File: config.mk
export PLATFORM = sky130hd
export DESIGN_NAME = tbg_gate
export DESIGN_NICKNAME = d
export VERILOG_FILES = /design/src/tbg_src_edge.v /design/src/tbg_win_timer.v /design/src/tbg_gate.v
export VERILOG_INCLUDE_DIRS = /design/src /design/src/src
export SDC_FILE = /design/constraint.sdc
export NUM_CORES = 1
export LEC_CHECK = 0
export ABC_AREA = 0
export BUFFER_PORTS_ARGS = -buffer_cell sky130_fd_sc_hd__buf_2
export CAP_MARGIN = 40
export CORE_ASPECT_RATIO = 2
export CORE_UTILIZATION = 35
export DETAILED_ROUTE_END_ITERATION = 12
export PLACE_DENSITY = 0.49
export SYNTH_ARGS = -nofsm -noshare
export SYNTH_HDL_FRONTEND = slang
export SYNTH_HIERARCHICAL = 1
export SYNTH_SLANG_ARGS = --single-unit
File: constraint.sdc
create_clock -name pclk -period 6.1 [get_ports pclk]
set_input_delay 0.305 -clock pclk [delete_from_list [all_inputs] [get_ports pclk]]
set_output_delay 0.305 -clock pclk [all_outputs]
set_load 0.02 [all_outputs]
File: src/tbg_defs.vh
// constants for the trigger blocking gate
// What this block does
// - without blocking setup, every trigger passes
// - blocker edges ignored while blocker unarmed, except by the pulse count
// - reception on, blocker unreleased: withhold triggers
// - release-once: block until first event, then pass
// - blocking source selectable: panel trigger, sync or one of two other inputs
// - window-open: edge starts timed pass window
// - window-closed: reject inside window, pass outside
// - gate: accept only while blocking signal high (low when falling polarity is set)
// - triggers outside acceptance are discarded silently
// - accepted trigger yields full record with pretrigger
// - accepted record runs full length past window
// - window-open: every trigger in the window is accepted
// - each blocking period frames a trigger group
// - release event aligns timestamp reset pulse
// - count blocking source pulses, readable by software
`ifndef TBG_DEFS_VH
`define TBG_DEFS_VH
`define TBG_ADDR_CTRL     12'h000
`define TBG_ADDR_WINLEN   12'h004
`define TBG_ADDR_STATUS   12'h008
`define TBG_ADDR_COUNT    12'h00c
`define TBG_ADDR_GROUP    12'h010
`define TBG_CTRL_BLK_EN   0
`define TBG_CTRL_RX_EN    1
`define TBG_CTRL_REL_EN   2
`define TBG_CTRL_MODE_LO  3
`define TBG_CTRL_MODE_HI  4
`define TBG_CTRL_SRC_LO   5
`define TBG_CTRL_SRC_HI   6
`define TBG_CTRL_FALL     7
`define TBG_CTRL_TSR_EN   8
`define TBG_CTRL_RST      9'h000
`define TBG_WINLEN_RST    32'h00000100
`define TBG_MODE_ONCE     2'h0
`define TBG_MODE_WOPEN    2'h1
`define TBG_MODE_WCLOSE   2'h2
`define TBG_MODE_GATE     2'h3
`endif

File: src/tbg_src_edge.v
// source selection and edge detection for the blocking signal
`timescale 1ns/1ps
module tbg_src_edge (
   input  wire       pclk,
   input  wire       presetn,
   input  wire [3:0] src_in,
   input  wire [1:0] src_sel,
   input  wire       fall_edge,
   output reg        level_q,
   output reg        edge_q
);
   reg  [3:0] prev_q;
   wire       cur  = src_in[src_sel];
   wire       last = prev_q[src_sel];
   // every line keeps its own history, so a change of selection or of
   // polarity never turns two different levels into a false edge
   always @(posedge pclk or negedge presetn) begin
      if (!presetn) begin
         prev_q  <= 4'h0;
         level_q <= 1'b0;
         edge_q  <= 1'b0;
      end else begin
         prev_q  <= src_in;
         level_q <= cur ^ fall_edge;
         edge_q  <= fall_edge ? (last & ~cur) : (cur & ~last);
      end
   end
endmodule // tbg_src_edge

File: src/tbg_win_timer.v
// window timer, restarted on every qualifying edge in the window modes, unless the length is zero
`timescale 1ns/1ps
module tbg_win_timer (
   input  wire        pclk,
   input  wire        presetn,
   input  wire        start,
   input  wire [31:0] win_len,
   output reg         open_q
);
   reg [31:0] cnt_q;
   always @(posedge pclk or negedge presetn) begin
      if (!presetn) begin
         cnt_q  <= 32'h00000000;
         open_q <= 1'b0;
      end else if (start && win_len != 32'h00000000) begin
         cnt_q  <= win_len - 32'h00000001;
         open_q <= 1'b1;
      end else if (cnt_q != 32'h00000000) begin
         cnt_q <= cnt_q - 32'h00000001;
      end else begin
         open_q <= 1'b0;
      end
   end
endmodule // tbg_win_timer

File: src/tbg_gate.v
// trigger blocking gate top with apb register file
`timescale 1ns/1ps
`include "tbg_defs.vh"
module tbg_gate (
   input  wire        pclk,
   input  wire        presetn,
   input  wire        psel,
   input  wire        penable,
   input  wire        pwrite,
   input  wire [11:0] paddr,
   input  wire [31:0] pwdata,
   output reg  [31:0] prdata,
   output reg         pready,
   output reg         pslverr,
   input  wire        front_panel_event_input_in,
   input  wire        front_panel_event_input,
   input  wire        sync_in,
   input  wire [1:0]  other_src_in,
   output reg         front_panel_event_input_out,
   output reg         ts_reset
);
   // ----------------------------------------------------------------
   // registers and nets
   // ----------------------------------------------------------------
   localparam HIT_CTRL   = 0;
   localparam HIT_WINLEN = 1;
   localparam HIT_STATUS = 2;
   localparam HIT_COUNT  = 3;
   localparam HIT_GROUP  = 4;
   localparam N_REGS     = 5;

   reg  [8:0]  ctrl_q;
   reg  [8:0]  ctrl_d;
   reg  [31:0] winlen_q;
   reg  [31:0] winlen_d;
   reg  [31:0] count_q;
   reg  [31:0] count_d;
   reg  [31:0] group_q;
   reg  [31:0] group_d;
   reg         released_q;
   reg         released_d;
   reg         once_done_q;
   reg         once_done_d;
   reg  [31:0] prdata_d;
   reg         pready_d;
   reg         pslverr_d;
   reg         front_panel_event_input_out_d;
   reg         ts_reset_d;
   reg         accept;
   reg  [31:0] rd_d;
   wire        level;
   wire        edge_ev;
   wire        win_open;
   wire        win_start;
   wire [1:0]  mode;
   wire [1:0]  src_sel;
   wire        blk_en;
   wire        rx_en;
   wire        rel_en;
   wire        fall_sel;
   wire        tsr_en;
   wire        armed;
   wire        qual_ev;
   wire        setup_ph;
   wire        wr_acc;
   wire        rd_set;
   wire [4:0]  hit;
   wire        mapped;

   // ----------------------------------------------------------------
   // decoding helpers
   // ----------------------------------------------------------------
   function is_addr;
      input [11:0] a;
      input [11:0] ref_a;
      begin
         is_addr = (a == ref_a);
      end
   endfunction

   function [11:0] reg_addr;
      input integer idx;
      begin
         case (idx)
            HIT_CTRL:   reg_addr = `TBG_ADDR_CTRL;
            HIT_WINLEN: reg_addr = `TBG_ADDR_WINLEN;
            HIT_STATUS: reg_addr = `TBG_ADDR_STATUS;
            HIT_COUNT:  reg_addr = `TBG_ADDR_COUNT;
            HIT_GROUP:  reg_addr = `TBG_ADDR_GROUP;
            default:    reg_addr = 12'hfff;
         endcase
      end
   endfunction

   function is_window_mode;
      input [1:0] m;
      begin
         is_window_mode = (m == `TBG_MODE_WOPEN) || (m == `TBG_MODE_WCLOSE);
      end
   endfunction

   genvar gi;
   generate
      for (gi = 0; gi < N_REGS; gi = gi + 1) begin : g_hit
         assign hit[gi] = is_addr(paddr, reg_addr(gi));
      end
   endgenerate

   // ----------------------------------------------------------------
   // control fields
   // ----------------------------------------------------------------
   assign mode     = ctrl_q[`TBG_CTRL_MODE_HI:`TBG_CTRL_MODE_LO];
   assign src_sel  = ctrl_q[`TBG_CTRL_SRC_HI:`TBG_CTRL_SRC_LO];
   assign blk_en   = ctrl_q[`TBG_CTRL_BLK_EN];
   assign rx_en    = ctrl_q[`TBG_CTRL_RX_EN];
   assign rel_en   = ctrl_q[`TBG_CTRL_REL_EN];
   assign fall_sel = ctrl_q[`TBG_CTRL_FALL];
   assign tsr_en   = ctrl_q[`TBG_CTRL_TSR_EN];

   // ----------------------------------------------------------------
   // apb phases
   // ----------------------------------------------------------------
   assign setup_ph = psel & ~penable;
   assign wr_acc   = psel & penable & pwrite & pready;
   assign rd_set   = setup_ph & ~pwrite;
   assign mapped   = |hit;

   // ----------------------------------------------------------------
   // blocking source and window
   // ----------------------------------------------------------------
   tbg_src_edge u_src (
      .pclk      (pclk),
      .presetn   (presetn),
      .src_in    ({other_src_in, sync_in, front_panel_event_input}),
      .src_sel   (src_sel),
      .fall_edge (fall_sel),
      .level_q   (level),
      .edge_q    (edge_ev)
   );

   // edges only qualify once the blocker is armed and trigger reception is on
   assign armed     = blk_en & rx_en & rel_en;
   assign qual_ev   = armed & edge_ev;
   assign win_start = qual_ev & is_window_mode(mode);

   tbg_win_timer u_win (
      .pclk    (pclk),
      .presetn (presetn),
      .start   (win_start),
      .win_len (winlen_q),
      .open_q  (win_open)
   );

   // ----------------------------------------------------------------
   // acceptance decision
   // ----------------------------------------------------------------
   always @* begin
      accept = 1'b0;
      if (!blk_en) begin
         accept = 1'b1;
      end else if (!rx_en || !rel_en) begin
         accept = 1'b0;
      end else begin
         case (mode)
            `TBG_MODE_ONCE:   accept = released_q;
            `TBG_MODE_WOPEN:  accept = win_open;
            `TBG_MODE_WCLOSE: accept = ~win_open;
            `TBG_MODE_GATE:   accept = level;
            default:          accept = 1'b0;
         endcase
      end
   end

   // ----------------------------------------------------------------
   // trigger path
   // ----------------------------------------------------------------
   // a passed trigger is a single pulse; the acquisition engine owns record
   // length and pretrigger, so closing the window never cuts a record short
   always @* begin
      front_panel_event_input_out_d = front_panel_event_input_in & accept;
      ts_reset_d = tsr_en & qual_ev & (mode == `TBG_MODE_ONCE) & ~once_done_q;
   end

   always @(posedge pclk or negedge presetn) begin
      if (!presetn) begin
         front_panel_event_input_out <= 1'b0;
         ts_reset <= 1'b0;
      end else begin
         front_panel_event_input_out <= front_panel_event_input_out_d;
         ts_reset <= ts_reset_d;
      end
   end

   // ----------------------------------------------------------------
   // release once
   // ----------------------------------------------------------------
   always @* begin
      released_d  = released_q;
      once_done_d = once_done_q;
      if (!armed) begin
         released_d  = 1'b0;
         once_done_d = 1'b0;
      end else if (qual_ev && mode == `TBG_MODE_ONCE) begin
         released_d  = 1'b1;
         once_done_d = 1'b1;
      end
   end

   always @(posedge pclk or negedge presetn) begin
      if (!presetn) begin
         released_q  <= 1'b0;
         once_done_q <= 1'b0;
      end else begin
         released_q  <= released_d;
         once_done_q <= once_done_d;
      end
   end

   // ----------------------------------------------------------------
   // pulse and group counters
   // ----------------------------------------------------------------
   // the count keeps running even with blocking off, so activity shows;
   // an edge beats a software clear in the same cycle
   always @* begin
      count_d = count_q;
      if (edge_ev) begin
         count_d = count_q + 32'h00000001;
      end else if (wr_acc && hit[HIT_COUNT]) begin
         count_d = 32'h00000000;
      end
   end

   always @* begin
      group_d = group_q;
      if (qual_ev) begin
         group_d = group_q + 32'h00000001;
      end else if (wr_acc && hit[HIT_GROUP]) begin
         group_d = 32'h00000000;
      end
   end

   always @(posedge pclk or negedge presetn) begin
      if (!presetn) begin
         count_q <= 32'h00000000;
         group_q <= 32'h00000000;
      end else begin
         count_q <= count_d;
         group_q <= group_d;
      end
   end

   // ----------------------------------------------------------------
   // configuration registers
   // ----------------------------------------------------------------
   always @* begin
      ctrl_d   = ctrl_q;
      winlen_d = winlen_q;
      if (wr_acc && hit[HIT_CTRL]) begin
         ctrl_d = pwdata[8:0];
      end
      if (wr_acc && hit[HIT_WINLEN]) begin
         winlen_d = pwdata;
      end
   end

   always @(posedge pclk or negedge presetn) begin
      if (!presetn) begin
         ctrl_q   <= `TBG_CTRL_RST;
         winlen_q <= `TBG_WINLEN_RST;
      end else begin
         ctrl_q   <= ctrl_d;
         winlen_q <= winlen_d;
      end
   end

   // ----------------------------------------------------------------
   // apb slave: no wait states, fixed
   // ----------------------------------------------------------------
   always @* begin
      rd_d = 32'h00000000;
      case (paddr)
         `TBG_ADDR_CTRL:   rd_d = {23'h000000, ctrl_q};
         `TBG_ADDR_WINLEN: rd_d = winlen_q;
         `TBG_ADDR_STATUS: rd_d = {28'h0000000, accept, level, win_open, released_q};
         `TBG_ADDR_COUNT:  rd_d = count_q;
         `TBG_ADDR_GROUP:  rd_d = group_q;
         default:          rd_d = 32'h00000000;
      endcase
   end

   // read data is caught at setup so it stands through the access cycle
   always @* begin
      pready_d  = setup_ph;
      pslverr_d = setup_ph & ~mapped;
      prdata_d  = prdata;
      if (rd_set) begin
         prdata_d = rd_d;
      end
   end

   always @(posedge pclk or negedge presetn) begin
      if (!presetn) begin
         prdata  <= 32'h00000000;
         pready  <= 1'b0;
         pslverr <= 1'b0;
      end else begin
         prdata  <= prdata_d;
         pready  <= pready_d;
         pslverr <= pslverr_d;
      end
   end
endmodule // tbg_gate

==> reports/summary.txt <==
TritonRoute pass-1 iters -> 5
Startpoint types -> flop
Root buffer cell -> clkbuf_16
Mapped cell area -> 9920 um^2
H-Tree Depth -> 4
NumNets Final -> 1126
Syn_nets -> 1045
Leak -> 5.19 nW
Final ANT Viol Nets -> 0
Worst vdd ir -> 0.000202 V
Layout cell share with drive strength beyond 1 -> 21.8%
Total Wirelength -> 30.1 mm
Drt first-iter violations -> 436
Max Fclk -> 230 MHz
DR WL/cell -> 21.1 um
Via count -> 8097
Number of buffers created by CTS -> 17
Max FO, Critical Path -> 11
Slew @ Worst Pin -> 859 ps
Number of flops mapped to enable cells by yosys -> 0
Area Overhead vs Synth -> 14.6%
Boundary Pins -> 90
Top cell type's share of synthesized area -> 45.4%
CP arrival -> 4710 ps
Initial core utilization -> 35.9%
Post-Route Skew -> 10.7 ps
CTS Sinks -> 181
CP endpoint kind -> flop
Core area -> 27700 um^2
FP Rows -> 86
Setup TNS -> 0 ps
Crit Path Category -> reg2reg
Pin count of the biggest net entering global routing -> 96
Final-report setup violation count -> 0
Syn Inst Count -> 983
Hold Fails Final Rpt -> 0
Vias in the first global route -> 8195
Die height -> 240 um
# diodes -> 0
Synth area leader -> dfrtp_1
Die area -> 29100 um^2
Crit path max-delay cell type -> o41ai_4
Maximum capacitance violations -> 0
Die Wd -> 121 um
Top_reg_cell synth -> dfrtp_1
Non-filler cells in the finished layout -> 1428
Global-route wire length before repair -> 47.4 mm
Post-CTS setup buffers -> 0
CP cell instances -> nor4_1 -> nand4b_1 -> o41ai_4 -> mux2i_1 -> ha_1 -> nand3_1 -> a31oi_1 -> or2b_1 -> xor2_1 -> o22ai_1
Hold crit path type -> in2reg
Part of the Yosys area used for sequential elements -> 45.7%
Worst rel slew slack -> 42.2%
Initial antenna violation count -> 0
Max-slew violations -> 0
Post-synthesis register bit count -> 181
Distinct cell type count after synthesis -> 75
Worst Path Required -> 6470 ps
Status -> complete, no violations
Drt via density -> 5.67
YS warnings -> 6
GRT Util Overall -> 22.0%
CTS tree -> done
Clock tree buffer depth -> 2
Number of port buffers -> 89
Post_cts resized -> 0
PwrDens -> 235 nW/um^2
Congestion Overflow GR -> 0
Reg clk slew, reported paths -> 70 ps
Commonest cells after routing, fill and taps aside -> dfrtp_1 (180), buf_2 (88), nand2_1 (86)
Period utilization -> 71.2%
DP HPWL -> 22.6 mm
Commonest non-fill, non-tap cell in the layout -> dfrtp_1
CP max stage delay -> 810 ps
Inst Count DP -> 1392
RSZ-0062 raised after global routing -> false
Clk_lat worst skew -> 450 ps
Ranking of synthesized cells by area -> dfrtp_1 (45%), mux2_2 (8.2%), nand3_1 (3.5%), nand2_1 (3.3%), o21ai_0 (2.9%)
Gpl congestion -> 0.896
Asr flop ratio synth -> 100%
Synthesized area per cell -> 10.1 um^2
DRC viols -> 0
Minimum clock period -> 4340 ps
-- final timing paths --
kind                                     startpoint                     endpoint  slack, ps  depth (start not counted)
max in group asynchronous                   presetn       prdata[24]$_DFFE_PN0P_       4660                          4
max reg2reg                winlen_q[24]$_DFFE_PN0P_  u_win/cnt_q[12]$_DFFE_PN0P_       1760                         10
min in group asynchronous                   presetn   u_win/cnt_q[5]$_DFFE_PN0P_        230                          2
min                                         penable             pready$_DFF_PN0_         70                          2
min reg2reg                 count_q[31]$_DFFE_PN0P_      count_q[31]$_DFFE_PN0P_        480                          1
max                        winlen_q[24]$_DFFE_PN0P_  u_win/cnt_q[12]$_DFFE_PN0P_       1760                         10
-- layout make-up --
class / instances / area [um^2]
fillers: 2690 / 16300
multi-input cells: 745 / 5140
flip-flops and latches: 181 / 4530
repair buffers: 108 / 652
clock buffers: 23 / 468
well taps: 352 / 440
clock inverters: 8 / 101
inverters: 11 / 41.3
-- critical path: cells and delay by family (launching register included) --
kind                       cells  cell delay (ps)
and+or+nand+nor                4             1610
AOI/OAI and AO/OA              3             1440
DFF                            1              450
adders and majority gates      1              310
muxes                          1              290
xor gates and xnor gates       1              150
-- report_power, final --
part / internal, mW / switching, mW
Sequential: 1.23 / 0.0454
Combinational: 0.122 / 0.169
Clock: 0.622 / 0.482
Total: 1.98 / 0.696
-- flip-flops by register name (all words and copies together) (netlist names) --
| signal | count |
|---|---|
| count_q | 32 |
| winlen_q | 32 |
| group_q | 32 |
| u_src/level_q | 1 |
| ts_reset | 1 |
| front_panel_event_input_out | 1 |
| u_src/prev_q | 4 |
| pslverr | 1 |
| u_win/cnt_q | 32 |
| prdata | 32 |
| once_done_q | 1 |
| ctrl_q | 9 |
| u_win/open_q | 1 |
| u_src/edge_q | 1 |
| pready | 1 |
-- synthesized netlist by cell type, types with 5 or more instances --
cell,count
a21oi_1,11
a22o_1,8
a22oi_1,35
a31oi_1,5
and2_1,12
and3_1,10
buf_2,15
buf_6,5
clkbuf_1,25
dfrtp_1,180
ha_1,8
inv_1,11
mux2_2,72
mux2i_1,17
nand2_1,86
nand3_1,70
nand4_1,28
nand4b_1,8
nor2_1,48
nor2b_1,5
nor3_1,36
nor4_1,18
o211ai_1,26
o21ai_0,57
o21ai_1,22
o22ai_1,14
o31ai_1,25
or3_1,18
xnor2_1,20
xor2_1,19
-- through the flow --
step           util, %  instance area, um^2  setup WS [ps]  power (mW)  hold WS (ps)
2_1_floorplan        -                 9920           2260        1.47          9.41
3_3_place_gp      38.6                10700           1870        1.59           428
3_5_place_dp      38.9                10800           1750        1.60           130
4_1_cts           41.1                11400           1750        2.72          48.8
5_1_grt           41.1                11400           1450        2.79          63.8
6_report          41.1                11400           1760        2.67          75.0
-- kinds of logic (layout without fill, tap and decap cells) --
logic type,after synthesis,after routing,share of synthesized area [%]
xor+xnor,39,39,3.44
mux,97,97,11.5
buf+inv,57,150,2.76
flops,181,181,45.7
compound gates,230,230,15.8
fa+ha+maj,8,8,1.01
simple gates,371,371,19.8
-- metal layers --
metal / up-vias / share of wire [%] / routed length (um) / GRT usage, %
met1: 4034 / 39 / 11600 / 24.1
met2: 142 / 55 / 16600 / 40.6
met3: 52 / 2.3 / 701 / 3.04
met5: - / 0 / 0 / 0
met4: 0 / 4.1 / 1220 / 10.8
li1: 3869 / - / - / -
-- repair_timing --
action                     4_1_cts  5_1_grt
hold buffers                     5        0
hold endpoints to repair       100        0
setup endpoints to repair        0        0
Power figures use the tool's default switching activity.
